### config.mk
export PLATFORM = sky130hd
export DESIGN_NAME = sar_adc_control
export DESIGN_NICKNAME = d
export VERILOG_FILES = /design/src/adc_ctrl_pkg.sv /design/src/sar_adc_control.sv
export SDC_FILE = /design/constraint.sdc
export NUM_CORES = 1
export LEC_CHECK = 0
export BUFFER_PORTS_ARGS = -buffer_cell sky130_fd_sc_hd__clkbuf_2
export CAP_MARGIN = 40
export CORE_AREA = 3 3 98 100
export DETAILED_ROUTE_END_ITERATION = 8
export DIE_AREA = 0 0 101 103
export PLACE_DENSITY = 0.68
export SLEW_MARGIN = 20
export SYNTH_ARGS = -nofsm -noshare
export SYNTH_HDL_FRONTEND = slang
export SYNTH_SLANG_ARGS = --single-unit
export TNS_END_PERCENT = 50
### constraint.sdc
create_clock -name CLOCK_I -period 4.7 [get_ports CLOCK_I]
set_clock_uncertainty 0.05 [all_clocks]
set_input_delay 0.47 -clock CLOCK_I [delete_from_list [all_inputs] [get_ports CLOCK_I]]
set_output_delay 0.47 -clock CLOCK_I [all_outputs]
set_load 0.1 [all_outputs]
### src/adc_ctrl_pkg.sv
// constants, register layout and types for the converter control block
// assumes an APB master on the CPU side and a SAR core with a simple step interface
//
// Contract
// - converter runs only while converter_on is 1, otherwise held disabled
// - irq flag set on completion or compare hit, stays until software writes 0
// - compare_enable 1 selects compare operation, 0 single conversion
// - reference_select 0 uses supply, 1 uses external reference pin
// - channel_select bits 3..1 route input n for code n
// - software writes run bit 1 to start; device starts selected operation
// - normal mode clears run bit when conversion finishes
// - writing run bit 0 during conversion aborts it
// - compare mode never clears run bit by hardware
// - external reference takes analog_input_three pin, input 3 unavailable
// - clock period code 0..7 gives 2,4,6,8,12,16,24,32 system clocks
// - sample phase lasts field value plus one converter clocks
// - sample phase clamped between 2 and 15 converter clocks
// - conversion takes 12 converter clocks after sampling
// - result bits 9..2 to high byte, 1..0 to low byte; compare value there too
// - keeps running in idle mode, disabled in power-down mode
package adc_ctrl_pkg;

  // ----------------------------------------------------------------
  // register map (printed offsets are indices, byte address = 4*index)
  // ----------------------------------------------------------------
  localparam logic [7:0]  IDX_CONTROL   = 8'h93;
  localparam logic [7:0]  IDX_TIMING    = 8'h94;
  localparam logic [7:0]  IDX_RES_LOW   = 8'h96;
  localparam logic [7:0]  IDX_RES_HIGH  = 8'h97;
  localparam logic [7:0]  IDX_IRQ_STAT  = 8'hA0;
  localparam logic [7:0]  IDX_IRQ_MASK  = 8'hA1;

  localparam logic [7:0]  CONTROL_RESET = 8'h00;
  localparam logic [7:0]  TIMING_RESET  = 8'h00;
  localparam logic [7:0]  TIMING_WMASK  = 8'hEF;

  // ----------------------------------------------------------------
  // control field positions
  // ----------------------------------------------------------------
  localparam int BIT_ON   = 7;
  localparam int BIT_IRQ  = 6;
  localparam int BIT_CMP  = 5;
  localparam int BIT_REF  = 4;
  localparam int BIT_CHLO = 1;
  localparam int BIT_RUN  = 0;
  localparam int BIT_TSEL = 5;

  // ----------------------------------------------------------------
  // timing counts in converter clocks
  // ----------------------------------------------------------------
  localparam logic [4:0]  SAMPLE_MIN    = 5'd2;
  localparam logic [4:0]  SAMPLE_MAX    = 5'd15;
  localparam logic [3:0]  CONVERT_TADS  = 4'd12;
  localparam logic [2:0]  CHANNEL_THREE = 3'd3;
  localparam int          RESULT_W      = 10;

  // irq status bits: 0 conversion done, 1 compare hit
  localparam int EV_DONE = 0;
  localparam int EV_HIT  = 1;

  typedef enum logic [2:0] {
    ST_IDLE   = 3'b001,
    ST_SAMPLE = 3'b010,
    ST_CONV   = 3'b100
  } seq_state_t;

  // analog front end controls
  typedef struct packed {
    logic       power;
    logic       ext_ref;
    logic [2:0] channel;
    logic       sample;
    logic       step;
  } analog_ctl_t;

  // converter clock divide, in system clocks
  function automatic logic [5:0] tad_cycles(input logic [2:0] code);
    case (code)
      3'd0:    tad_cycles = 6'd2;
      3'd1:    tad_cycles = 6'd4;
      3'd2:    tad_cycles = 6'd6;
      3'd3:    tad_cycles = 6'd8;
      3'd4:    tad_cycles = 6'd12;
      3'd5:    tad_cycles = 6'd16;
      3'd6:    tad_cycles = 6'd24;
      default: tad_cycles = 6'd32;
    endcase
  endfunction

  function automatic logic [4:0] sample_tads(input logic [3:0] ts);
    logic [4:0] n;
    n = {1'b0, ts} + 5'd1;
    if (n < SAMPLE_MIN) n = SAMPLE_MIN;
    if (n > SAMPLE_MAX) n = SAMPLE_MAX;
    sample_tads = n;
  endfunction

endpackage

### src/sar_adc_control.sv
// converter control block: APB registers, sequencer, compare and interrupt
// assumes the SAR core returns a result word valid at end of conversion, on this clock
//
// Local design decision: the APB slave port.
`timescale 1ns/10ps
module sar_adc_control (
  input  wire logic                       CLOCK_I,
  input  wire logic                       SYS_RST_I,
  input  wire logic                       PSEL_I,
  input  wire logic                       PENABLE_I,
  input  wire logic                       PWRITE_I,
  input  wire logic [11:0]                PADDR_I,
  input  wire logic [31:0]                PWDATA_I,
  input  wire logic [3:0]                 PSTRB_I,
  output logic      [31:0]                PRDATA_O,
  output logic                            PREADY_O,
  output logic                            PSLVERR_O,
  input  wire logic                       POWER_DOWN_I,
  input  wire logic [9:0]                 CORE_RESULT_I,
  output adc_ctrl_pkg::analog_ctl_t       ANALOG_O,
  output logic                            IRQ_O
);
  import adc_ctrl_pkg::*;

  logic [7:0]          control_r;
  logic [7:0]          timing_r;
  logic [9:0]          result_r;
  logic [1:0]          irq_stat_r;
  logic [1:0]          irq_mask_r;
  seq_state_t          state_r;
  logic [5:0]          div_r;
  logic [4:0]          tad_cnt_r;
  logic                tad_tick;
  logic                done_ev;
  logic                hit_ev;
  logic                wr_acc;
  logic                rd_acc;
  logic [7:0]          idx;
  logic                mapped;
  logic                active;

  // ----------------------------------------------------------------
  // bus decode
  // ----------------------------------------------------------------
  assign idx    = PADDR_I[9:2];
  assign wr_acc = PSEL_I && PENABLE_I && PWRITE_I && PREADY_O == 1'b0 ? 1'b0 : PSEL_I && PENABLE_I && PWRITE_I;
  assign rd_acc = PSEL_I && PENABLE_I && !PWRITE_I;
  assign mapped = (PADDR_I[1:0] == 2'b00) && (PADDR_I[11:10] == 2'b00) &&
                  (idx == IDX_CONTROL || idx == IDX_TIMING || idx == IDX_RES_LOW ||
                   idx == IDX_RES_HIGH || idx == IDX_IRQ_STAT || idx == IDX_IRQ_MASK);
  // power-down stops everything, idle mode is not seen here
  assign active = control_r[BIT_ON] && !POWER_DOWN_I;

  // zero wait state slave
  always_ff @(posedge CLOCK_I or posedge SYS_RST_I) begin
    if (SYS_RST_I) begin
      PREADY_O  <= 1'b0;
      PSLVERR_O <= 1'b0;
    end else begin
      PREADY_O  <= PSEL_I && !PENABLE_I;
      PSLVERR_O <= PSEL_I && !PENABLE_I && !mapped;
    end
  end

  // ----------------------------------------------------------------
  // converter clock divider
  // ----------------------------------------------------------------
  assign tad_tick = (div_r == tad_cycles(timing_r[7:BIT_TSEL]) - 6'd1);

  always_ff @(posedge CLOCK_I or posedge SYS_RST_I) begin
    if (SYS_RST_I) begin
      div_r <= 6'd0;
    end else if (state_r == ST_IDLE || tad_tick) begin
      div_r <= 6'd0;
    end else begin
      div_r <= div_r + 6'd1;
    end
  end

  // ----------------------------------------------------------------
  // sequencer
  // ----------------------------------------------------------------
  logic run_set;
  logic run_clr_sw;
  assign run_set    = wr_acc && PREADY_O && mapped && idx == IDX_CONTROL && PSTRB_I[0] && PWDATA_I[BIT_RUN];
  assign run_clr_sw = wr_acc && PREADY_O && mapped && idx == IDX_CONTROL && PSTRB_I[0] && !PWDATA_I[BIT_RUN];

  always_ff @(posedge CLOCK_I or posedge SYS_RST_I) begin
    if (SYS_RST_I) begin
      state_r   <= ST_IDLE;
      tad_cnt_r <= 5'd0;
    end else if (!active || !control_r[BIT_RUN] || run_clr_sw) begin
      state_r   <= ST_IDLE;
      tad_cnt_r <= 5'd0;
    end else begin
      case (state_r)
        ST_IDLE: begin
          state_r   <= ST_SAMPLE;
          tad_cnt_r <= 5'd0;
        end
        ST_SAMPLE: begin
          if (tad_tick) begin
            if (tad_cnt_r == sample_tads(timing_r[3:0]) - 5'd1) begin
              state_r   <= ST_CONV;
              tad_cnt_r <= 5'd0;
            end else begin
              tad_cnt_r <= tad_cnt_r + 5'd1;
            end
          end
        end
        ST_CONV: begin
          if (tad_tick) begin
            if (tad_cnt_r == {1'b0, CONVERT_TADS} - 5'd1) begin
              state_r   <= control_r[BIT_CMP] ? ST_SAMPLE : ST_IDLE;
              tad_cnt_r <= 5'd0;
            end else begin
              tad_cnt_r <= tad_cnt_r + 5'd1;
            end
          end
        end
        default: begin
          state_r   <= ST_IDLE;
          tad_cnt_r <= 5'd0;
        end
      endcase
    end
  end

  logic conv_end;
  assign conv_end = active && control_r[BIT_RUN] && !run_clr_sw && state_r == ST_CONV && tad_tick &&
                    tad_cnt_r == {1'b0, CONVERT_TADS} - 5'd1;
  assign done_ev  = conv_end && !control_r[BIT_CMP];
  assign hit_ev   = conv_end && control_r[BIT_CMP] && (CORE_RESULT_I > result_r);

  // ----------------------------------------------------------------
  // registers
  // ----------------------------------------------------------------
  logic wr_ok;
  assign wr_ok = wr_acc && PREADY_O && mapped;

  always_ff @(posedge CLOCK_I or posedge SYS_RST_I) begin
    if (SYS_RST_I) begin
      control_r <= CONTROL_RESET;
    end else begin
      if (wr_ok && idx == IDX_CONTROL && PSTRB_I[0]) begin
        control_r <= PWDATA_I[7:0];
      end
      // hardware set wins over a software clear in the same cycle
      if (done_ev || hit_ev) begin
        control_r[BIT_IRQ] <= 1'b1;
      end
      if (done_ev && !run_set) begin
        control_r[BIT_RUN] <= 1'b0;
      end
    end
  end

  always_ff @(posedge CLOCK_I or posedge SYS_RST_I) begin
    if (SYS_RST_I) begin
      timing_r <= TIMING_RESET;
    end else if (wr_ok && idx == IDX_TIMING && PSTRB_I[0]) begin
      timing_r <= PWDATA_I[7:0] & TIMING_WMASK;
    end
  end

  // result pair doubles as the compare value
  always_ff @(posedge CLOCK_I or posedge SYS_RST_I) begin
    if (SYS_RST_I) begin
      result_r <= 10'h000;
    end else if (done_ev) begin
      result_r <= CORE_RESULT_I;
    end else begin
      if (wr_ok && idx == IDX_RES_HIGH && PSTRB_I[0]) begin
        result_r[9:2] <= PWDATA_I[7:0];
      end
      if (wr_ok && idx == IDX_RES_LOW && PSTRB_I[0]) begin
        result_r[1:0] <= PWDATA_I[1:0];
      end
    end
  end

  // sticky status, cleared by a read; a new event wins
  // only bits already captured in read data are cleared, so an event landing after the setup edge stays pending
  logic [1:0] stat_clr;
  assign stat_clr = (rd_acc && PREADY_O && mapped && idx == IDX_IRQ_STAT) ? PRDATA_O[1:0] : 2'b00;

  always_ff @(posedge CLOCK_I or posedge SYS_RST_I) begin
    if (SYS_RST_I) begin
      irq_stat_r <= 2'b00;
    end else begin
      irq_stat_r <= (irq_stat_r & ~stat_clr) | {hit_ev, done_ev};
    end
  end

  always_ff @(posedge CLOCK_I or posedge SYS_RST_I) begin
    if (SYS_RST_I) begin
      irq_mask_r <= 2'b00;
    end else if (wr_ok && idx == IDX_IRQ_MASK && PSTRB_I[0]) begin
      irq_mask_r <= PWDATA_I[1:0];
    end
  end

  always_ff @(posedge CLOCK_I or posedge SYS_RST_I) begin
    if (SYS_RST_I) begin
      IRQ_O <= 1'b0;
    end else begin
      IRQ_O <= |(irq_stat_r & irq_mask_r);
    end
  end

  // ----------------------------------------------------------------
  // read data, registered in the setup cycle
  // ----------------------------------------------------------------
  always_ff @(posedge CLOCK_I or posedge SYS_RST_I) begin
    if (SYS_RST_I) begin
      PRDATA_O <= 32'h0000_0000;
    end else if (PSEL_I && !PENABLE_I && !PWRITE_I) begin
      case (idx)
        IDX_CONTROL:  PRDATA_O <= {24'h00_0000, control_r};
        IDX_TIMING:   PRDATA_O <= {24'h00_0000, timing_r};
        IDX_RES_LOW:  PRDATA_O <= {30'h0000_0000, result_r[1:0]};
        IDX_RES_HIGH: PRDATA_O <= {24'h00_0000, result_r[9:2]};
        IDX_IRQ_STAT: PRDATA_O <= {30'h0000_0000, irq_stat_r};
        IDX_IRQ_MASK: PRDATA_O <= {30'h0000_0000, irq_mask_r};
        default:      PRDATA_O <= 32'h0000_0000;
      endcase
    end
  end

  // ----------------------------------------------------------------
  // analog front end
  // ----------------------------------------------------------------
  always_ff @(posedge CLOCK_I or posedge SYS_RST_I) begin
    if (SYS_RST_I) begin
      ANALOG_O <= '0;
    end else begin
      ANALOG_O.power   <= active;
      ANALOG_O.ext_ref <= control_r[BIT_REF];
      ANALOG_O.channel <= control_r[3:BIT_CHLO];
      // input three is lost to the reference pin; sampling it is suppressed
      // gated by active so that a switch-off never leaves one sample or step cycle without power
      ANALOG_O.sample  <= active && state_r == ST_SAMPLE &&
                          !(control_r[BIT_REF] && control_r[3:BIT_CHLO] == CHANNEL_THREE);
      ANALOG_O.step    <= active && state_r == ST_CONV && tad_tick;
    end
  end

endmodule // sar_adc_control

# --- After elaboration in Yosys (flattened, before gate mapping) ---
# Index checks and enable logic that the tools add are counted.
classes:
  magnitude_cmp: 3
  n_bitwise: 5
  add_sub_neg: 5
  n_reduce_logical: 71
  n_eq_ne: 23
  muxes: 32
ops:
  columns: ["cell", "n"]
  rows:
  - ["$mux 5", 13]
  - ["$eq 8x8->1 const B", 6]
  - ["$pmux 8 s6", 1]
  - ["$pmux 6 s7", 1]
  - ["$logic_and 1x1->1", 41]
  - ["$mux 3", 5]
  - ["$eq 3x2->1 const B", 4]
  - ["$eq 3x3->1 const B", 4]
  - ["$ne 3x3->1 const B", 4]
  - ["$logic_not 1->1", 11]
  - ["$gt 10x10->1", 1]
  - ["$mux 10", 1]
  - ["$pmux 5 s2", 1]
  - ["$logic_or 1x1->1", 9]
  - ["$pmux 3 s3", 1]
  - ["$mux 8", 1]
  - ["$reduce_bool 2->1", 4]
  - ["$mux 7", 1]
  - ["$add 6x1->6 const B", 1]
  - ["$eq 3x1->1 const B", 2]
  - ["$eq 6x6->1", 1]
  - ["$mux 2", 3]
  - ["$mux 6", 1]
  - ["$sub 6x1->6 const B", 1]
  - ["other kinds (17)", 21]
totals:
  reg_bits: 85
  input_bits: 64
  output_inout_bits: 42

# --- Longest topological paths before layout ---
logic_depth:
  ltp_word: 24
  ltp_mapped: 13

# --- Least setup slack after synthesis ---
# OpenSTA, ideal clock, no wires.
synth_timing:
  path_type: "register to register"
  start: "register timing_r[0]"
  end: "register tad_cnt_r[1]"
  path_stages_with_launch: 12
  setup_time_ns: 0.122
  path_slack_ns: 1.854
  arrival_time_ns: 2.674
  required_time_ns: 4.528
  synth_period_minus_slack_ns: 2.846
  cell_sequence: "dfrtp_1 > ha_1 > buf_4 > o311a_2 > ha_1 > xor2_1 > nand2_1 > a21oi_1 > o211ai_2 > or2_4 > a21o_4 > a32o_1"
synth_via:
  elab_chain_cells: 17
synth_rtl:
  columns: ["item", "line", "source"]
  rows:
  - ["start, declared", "sar_adc_control.sv:26", "logic [7:0] timing_r;"]
  - ["start signal, assigned", "sar_adc_control.sv:162", "timing_r <= PWDATA_I[7:0] & TIMING_WMASK;"]
  - ["$add 4x1->5 (*)", "adc_ctrl_pkg.sv:92", "n = {1'b0, ts} + 5'd1;"]
  - ["$lt 5x2->1", "adc_ctrl_pkg.sv:93", "if (n < SAMPLE_MIN) n = SAMPLE_MIN;"]
  - ["$mux 5 (*)", "adc_ctrl_pkg.sv:93", null]
  - ["$mux 5 (*)", "sar_adc_control.sv:102", "if (tad_tick) begin"]
  - ["$mux 5 (*)", "sar_adc_control.sv:96", "case (state_r)"]
  - ["$mux 5 (*)", "sar_adc_control.sv:92", "end else if (!active || !control_r[BIT_RUN] || run_clr_sw) begin"]
  - ["$gt 5x4->1", "adc_ctrl_pkg.sv:94", "if (n > SAMPLE_MAX) n = SAMPLE_MAX;"]
  - ["$mux 5 (*)", "adc_ctrl_pkg.sv:94", null]
  - ["$mux 5 (*)", "sar_adc_control.sv:102", null]
  - ["$mux 5 (*)", "sar_adc_control.sv:96", null]
  - ["$mux 5 (*)", "sar_adc_control.sv:92", null]
  - ["$sub 5x1->5 (*)", "sar_adc_control.sv:103", "if (tad_cnt_r == sample_tads(timing_r[3:0]) - 5'd1) begin"]
  - ["$eq 5x5->1 (*)", "sar_adc_control.sv:103", null]
  - ["$mux 5 (*)", "sar_adc_control.sv:103", null]
  - ["$mux 5 (*)", "sar_adc_control.sv:102", null]
  - ["$pmux 5 s2 (*)", "sar_adc_control.sv:96", null]
  - ["$mux 5 (*)", "sar_adc_control.sv:92", null]
  - ["end signal, assigned", "sar_adc_control.sv:107", "tad_cnt_r <= tad_cnt_r + 5'd1;"]
  - ["end signal, assigned", "sar_adc_control.sv:117", "tad_cnt_r <= tad_cnt_r + 5'd1;"]
  - ["end, declared", "sar_adc_control.sv:32", "logic [4:0] tad_cnt_r;"]
# Every way passes the cells marked *; elsewhere a longest branch is shown, timed or not. The select of a mux whose other input is x is not followed.
# A chain may end at the register's enable or synchronous reset.

# --- Final worst setup path ---
layout_timing:
  start: "register timing_r[0]"
  end: "register tad_cnt_r[4]"
# Same word-level chain as after synthesis.

==> out/qor_table.md <==
| Item | This run | Unit |
| --- | --- | --- |
| Half-perimeter wire length after detailed placement | 6590 | um |
| Worst skew pair latency | 340 | ps |
| Count leader, synth | dfrtp_1 | - |
| Worst reg2reg setup slack | 1550 | ps |
| Via count | 3,103 | - |
| Post-synthesis cell count | 400 | - |
| Starting Density | 44.5 | % |
| Final period util | 67.0 | % |
| Yosys Warn Count | 0 | - |
| Setup total negative slack | 0 | ps |
| Data arrival time at the worst-slack endpoint | 3340 | ps |
| Flip-flop cell with the highest count after synthesis | dfrtp_1 | - |
| Count of pins over their slew limit | 0 | - |
| Synth Register Bits | 61 | - |
| Number of resized instances in the post-cts repair step | 0 | - |
| Drt drc | 0 | - |
| WL/cell | 15.3 | um |
| Worst setup EP type | flip-flop | - |
| DRC marker count from the first detailed-route iteration | 190 | - |
| Antenna cells | 0 | - |
| Placed cell area | 4150 | um2 |
| Via count of the first global-routing pass | 2,938 | - |
| Number of buffers inserted by hold repair at cts | 0 | - |
| Area of the placeable core | 8760 | um2 |
| Final setup violation count | 0 | - |
| Highest cell delay on the worst timing path | 520 | ps |
| Final layout net count | 537 | - |
| Area delta synth->final | 13.3 | % |
| Clock sink count | 61 | - |
| Proportion of layout cells with a drive suffix above 1 | 24.7 | % |
| Path category of the worst min-delay check | input port to flip-flop | - |
| Worst voltage drop across the vdd grid | 150 | uV |
| Synthesized-area fraction occupied by and/or/nand/nor cells | 20.3 | % |
| Highest clock rate | 0.318 | GHz |
| RePlAce Congestion | 0.869 | - |
| Die Ht | 103 | um |
| Max-slew headroom | 43.7 | % |
| Startpoint Class | flip-flop | - |
| Number of buffers inserted by port buffering | 54 | - |
| Cell family with most CP delay | simple AND/OR/NAND/NOR gates | - |
| Number of H-tree branching levels | 3 | - |
| Via density | 5.44 | - |
| Transition time at the pin with the least slew margin | 842 | ps |
| Area of the die | 10,400 | um2 |
| Post-CTS setup buffer count | 0 | - |
| Complex-gate fraction of the synthesized area | 15.4 | % |
| Maximum fanout count along the critical path | 7 | - |
| Post-Synthesis Cell Area | 3900 | um2 |
| Leakage power | 0.00202 | uW |
| Yosys top cell area share | 38.5 | % |
| Xor/xnor share of the synthesized area | 2.70 | % |
| Final critical path time including I/O delays and setup | 3150 | ps |
| Antenna violations before repair | 0 | - |
| Remaining number of nets flagged by the antenna check after routing | 0 | - |
| Power per Cell Area | 288 | nW/um2 |
| Outcome | complete, no violations | - |
| Root buffer selected by CTS | clkbuf_8 | - |
| Library cell occupying the most area in the post-synthesis netlist | dfrtp_1 | - |
| Biggest area contributors in the synthesized netlist | dfrtp_1 (39%), ha_1 (5.1%), buf_4 (5.0%), mux2_2 (4.3%), nand2_1 (3.9%) | - |
| Aggregate global routing overflow | 0 | - |
| Number of enable-type register cells in the synthesized netlist | 0 | - |
| Post-Synth Adder-Cell Area | 5.14 | % |
| Combined global-route utilization of all metal layers | 17.4 | % |
| TritonCTS clock tree | built | - |
| Crit path cell chain | inv_2 > ha_1 > nand2b_1 > o21ai_1 > and2_1 > ha_1 > nor3_1 > mux2_4 > nor4_2 > or2_4 > o2111ai_2 > a311oi_2 | - |
| WL final | 8710 | um |
| Clock input transition at the sequential cells of the worst setup and hold paths | 70 | ps |
| Max_cap viols | 0 | - |
| Critical path buffers and inverters | 1 | - |
| Async S/R FF share, synth | 100 | % |
| Average instance area after synthesis | 9.74 | um2 |
| Cell seen most often among critical-path stages | ha_1 | - |
| Register area share after synthesis | 39.2 | % |
| Maximum number of pins on one net before global-route repair | 62 | - |
| First-pass GRT wire length | 14,300 | um |
| Dominant combinational cell family by area after synthesis | simple AND/OR/NAND/NOR gates | - |
| Setup repair after global routing missed its margin | false | - |
| Post-route cell area | 4410 | um2 |
| Data required time of the critical path | 4890 | ps |
| Critical path's slowest cell | dfrtp_1 | - |
| Final count of hold timing violations | 0 | - |
| Post-synthesis mux area share | 8.41 | % |
| Number of inserted filler cells in the final layout | 842 | - |
| Top cells by count, synth | dfrtp_1 (60), nand2_1 (41), buf_4 (26) | - |
| Distinct cell type count after synthesis | 71 | - |
| Placement Rows | 34 | - |
| Number of buffers created by CTS | 9 | - |
| Die Wd | 101 | um |
| Crit path kind | flip-flop to flip-flop | - |
| Bufs on Longest Clock Path | 2 | - |
| Overall power consumption | 1270 | uW |
| Count of TritonRoute iterations in the first routing pass | 4 | - |
| Number of I/O pins | 106 | - |
==> final timing paths <==
check	depth (start not counted)	to	start
worst max-delay path	12	tad_cnt_r[4]$_DFFE_PP0P_	timing_r[0]$_DFFE_PP0P_
worst min-delay path	2	ANALOG_O[6]$_DFF_PP0_	POWER_DOWN_I
worst max register to register	12	tad_cnt_r[4]$_DFFE_PP0P_	timing_r[0]$_DFFE_PP0P_
worst min register to register	0	ANALOG_O[2]$_DFF_PP0_	control_r[1]$_DFFE_PP0P_
max in group asynchronous	5	state_r[0]$_DFFE_PP1P_	SYS_RST_I
min in group asynchronous	4	PRDATA_O[7]$_DFFE_PP0P_	SYS_RST_I
==> sequential cells by signal, summed over array words and instances (netlist names) <==
register / cells
PRDATA_O: 8
ANALOG_O: 7
state_r: 3
tad_cnt_r: 5
PREADY_O: 1
control_r: 8
PSLVERR_O: 1
result_r: 10
IRQ_O: 1
timing_r: 7
irq_mask_r: 2
irq_stat_r: 2
div_r: 6
==> logic make-up after synthesis <==
kind of cell             after synthesis
buffers and inverters                 58
AND/OR/NAND/NOR                      137
flip-flops                            61
XOR/XNOR                              12
other                                  1
adder cells (fa/ha/maj)               16
AO/OA/AOI/OAI                         85
multiplexers                          30
==> area by class of cell <==
class                   count  area [um2]  area share [%]
flip-flops and latches     61        1530            34.6
well taps                 108         135            3.06
clock inverters             3        67.6            1.53
repair buffers             58         327            7.40
multi-input cells         304        2110            47.8
clock buffers              13         159            3.60
inverters                  23        86.3            1.96
==> power by group <==
part / switching (uW) / internal [uW] / total, uW
registers: 4.94 / 531 / 536
logic: 170 / 30.3 / 200
clock network: 209 / 328 / 537
total: 383 / 890 / 1270
==> layer usage <==
| layer | up-vias | routed length (um) | track usage (%) |
|---|---|---|---|
| met5 | - | 0 | 0 |
| met4 | 0 | 161 | 7.57 |
| met3 | 14 | 282 | 2.64 |
| met2 | 61 | 4220 | 28.3 |
| met1 | 1528 | 4040 | 23.2 |
| li1 | 1500 | - | - |
==> placed cells by master (no fill, tap or decap), types with 3 or more instances in the layout <==
master,instances
dfrtp_1,60
clkbuf_2,54
nand2_1,41
conb_1,24
nor2_1,23
inv_1,21
ha_1,16
mux2_2,15
o21ai_1,14
mux2i_1,13
o21ai_0,12
a21oi_1,12
nand2b_1,12
clkbuf_8,11
nand3_1,9
xor2_1,8
o211ai_1,7
a21o_1,6
and3_1,5
nor3_1,5
a31oi_1,5
xnor2_1,4
nor2b_1,4
and4_1,4
a22oi_1,4
nand3_2,3
and2_1,3
o21a_1,3
nand4_1,3
a22o_1,3
==> per-stage QoR <==
stage	hold WS [ps]	std cells	setup WS, ps	utilization (%)
floorplan	331	423	1850	-
global placement	399	551	1500	47.2
detailed placement	404	552	1560	47.3
CTS	271	568	1560	49.9
global route	284	570	1260	50.4
finish	279	570	1550	50.4
Power figures use the tool's default switching activity.
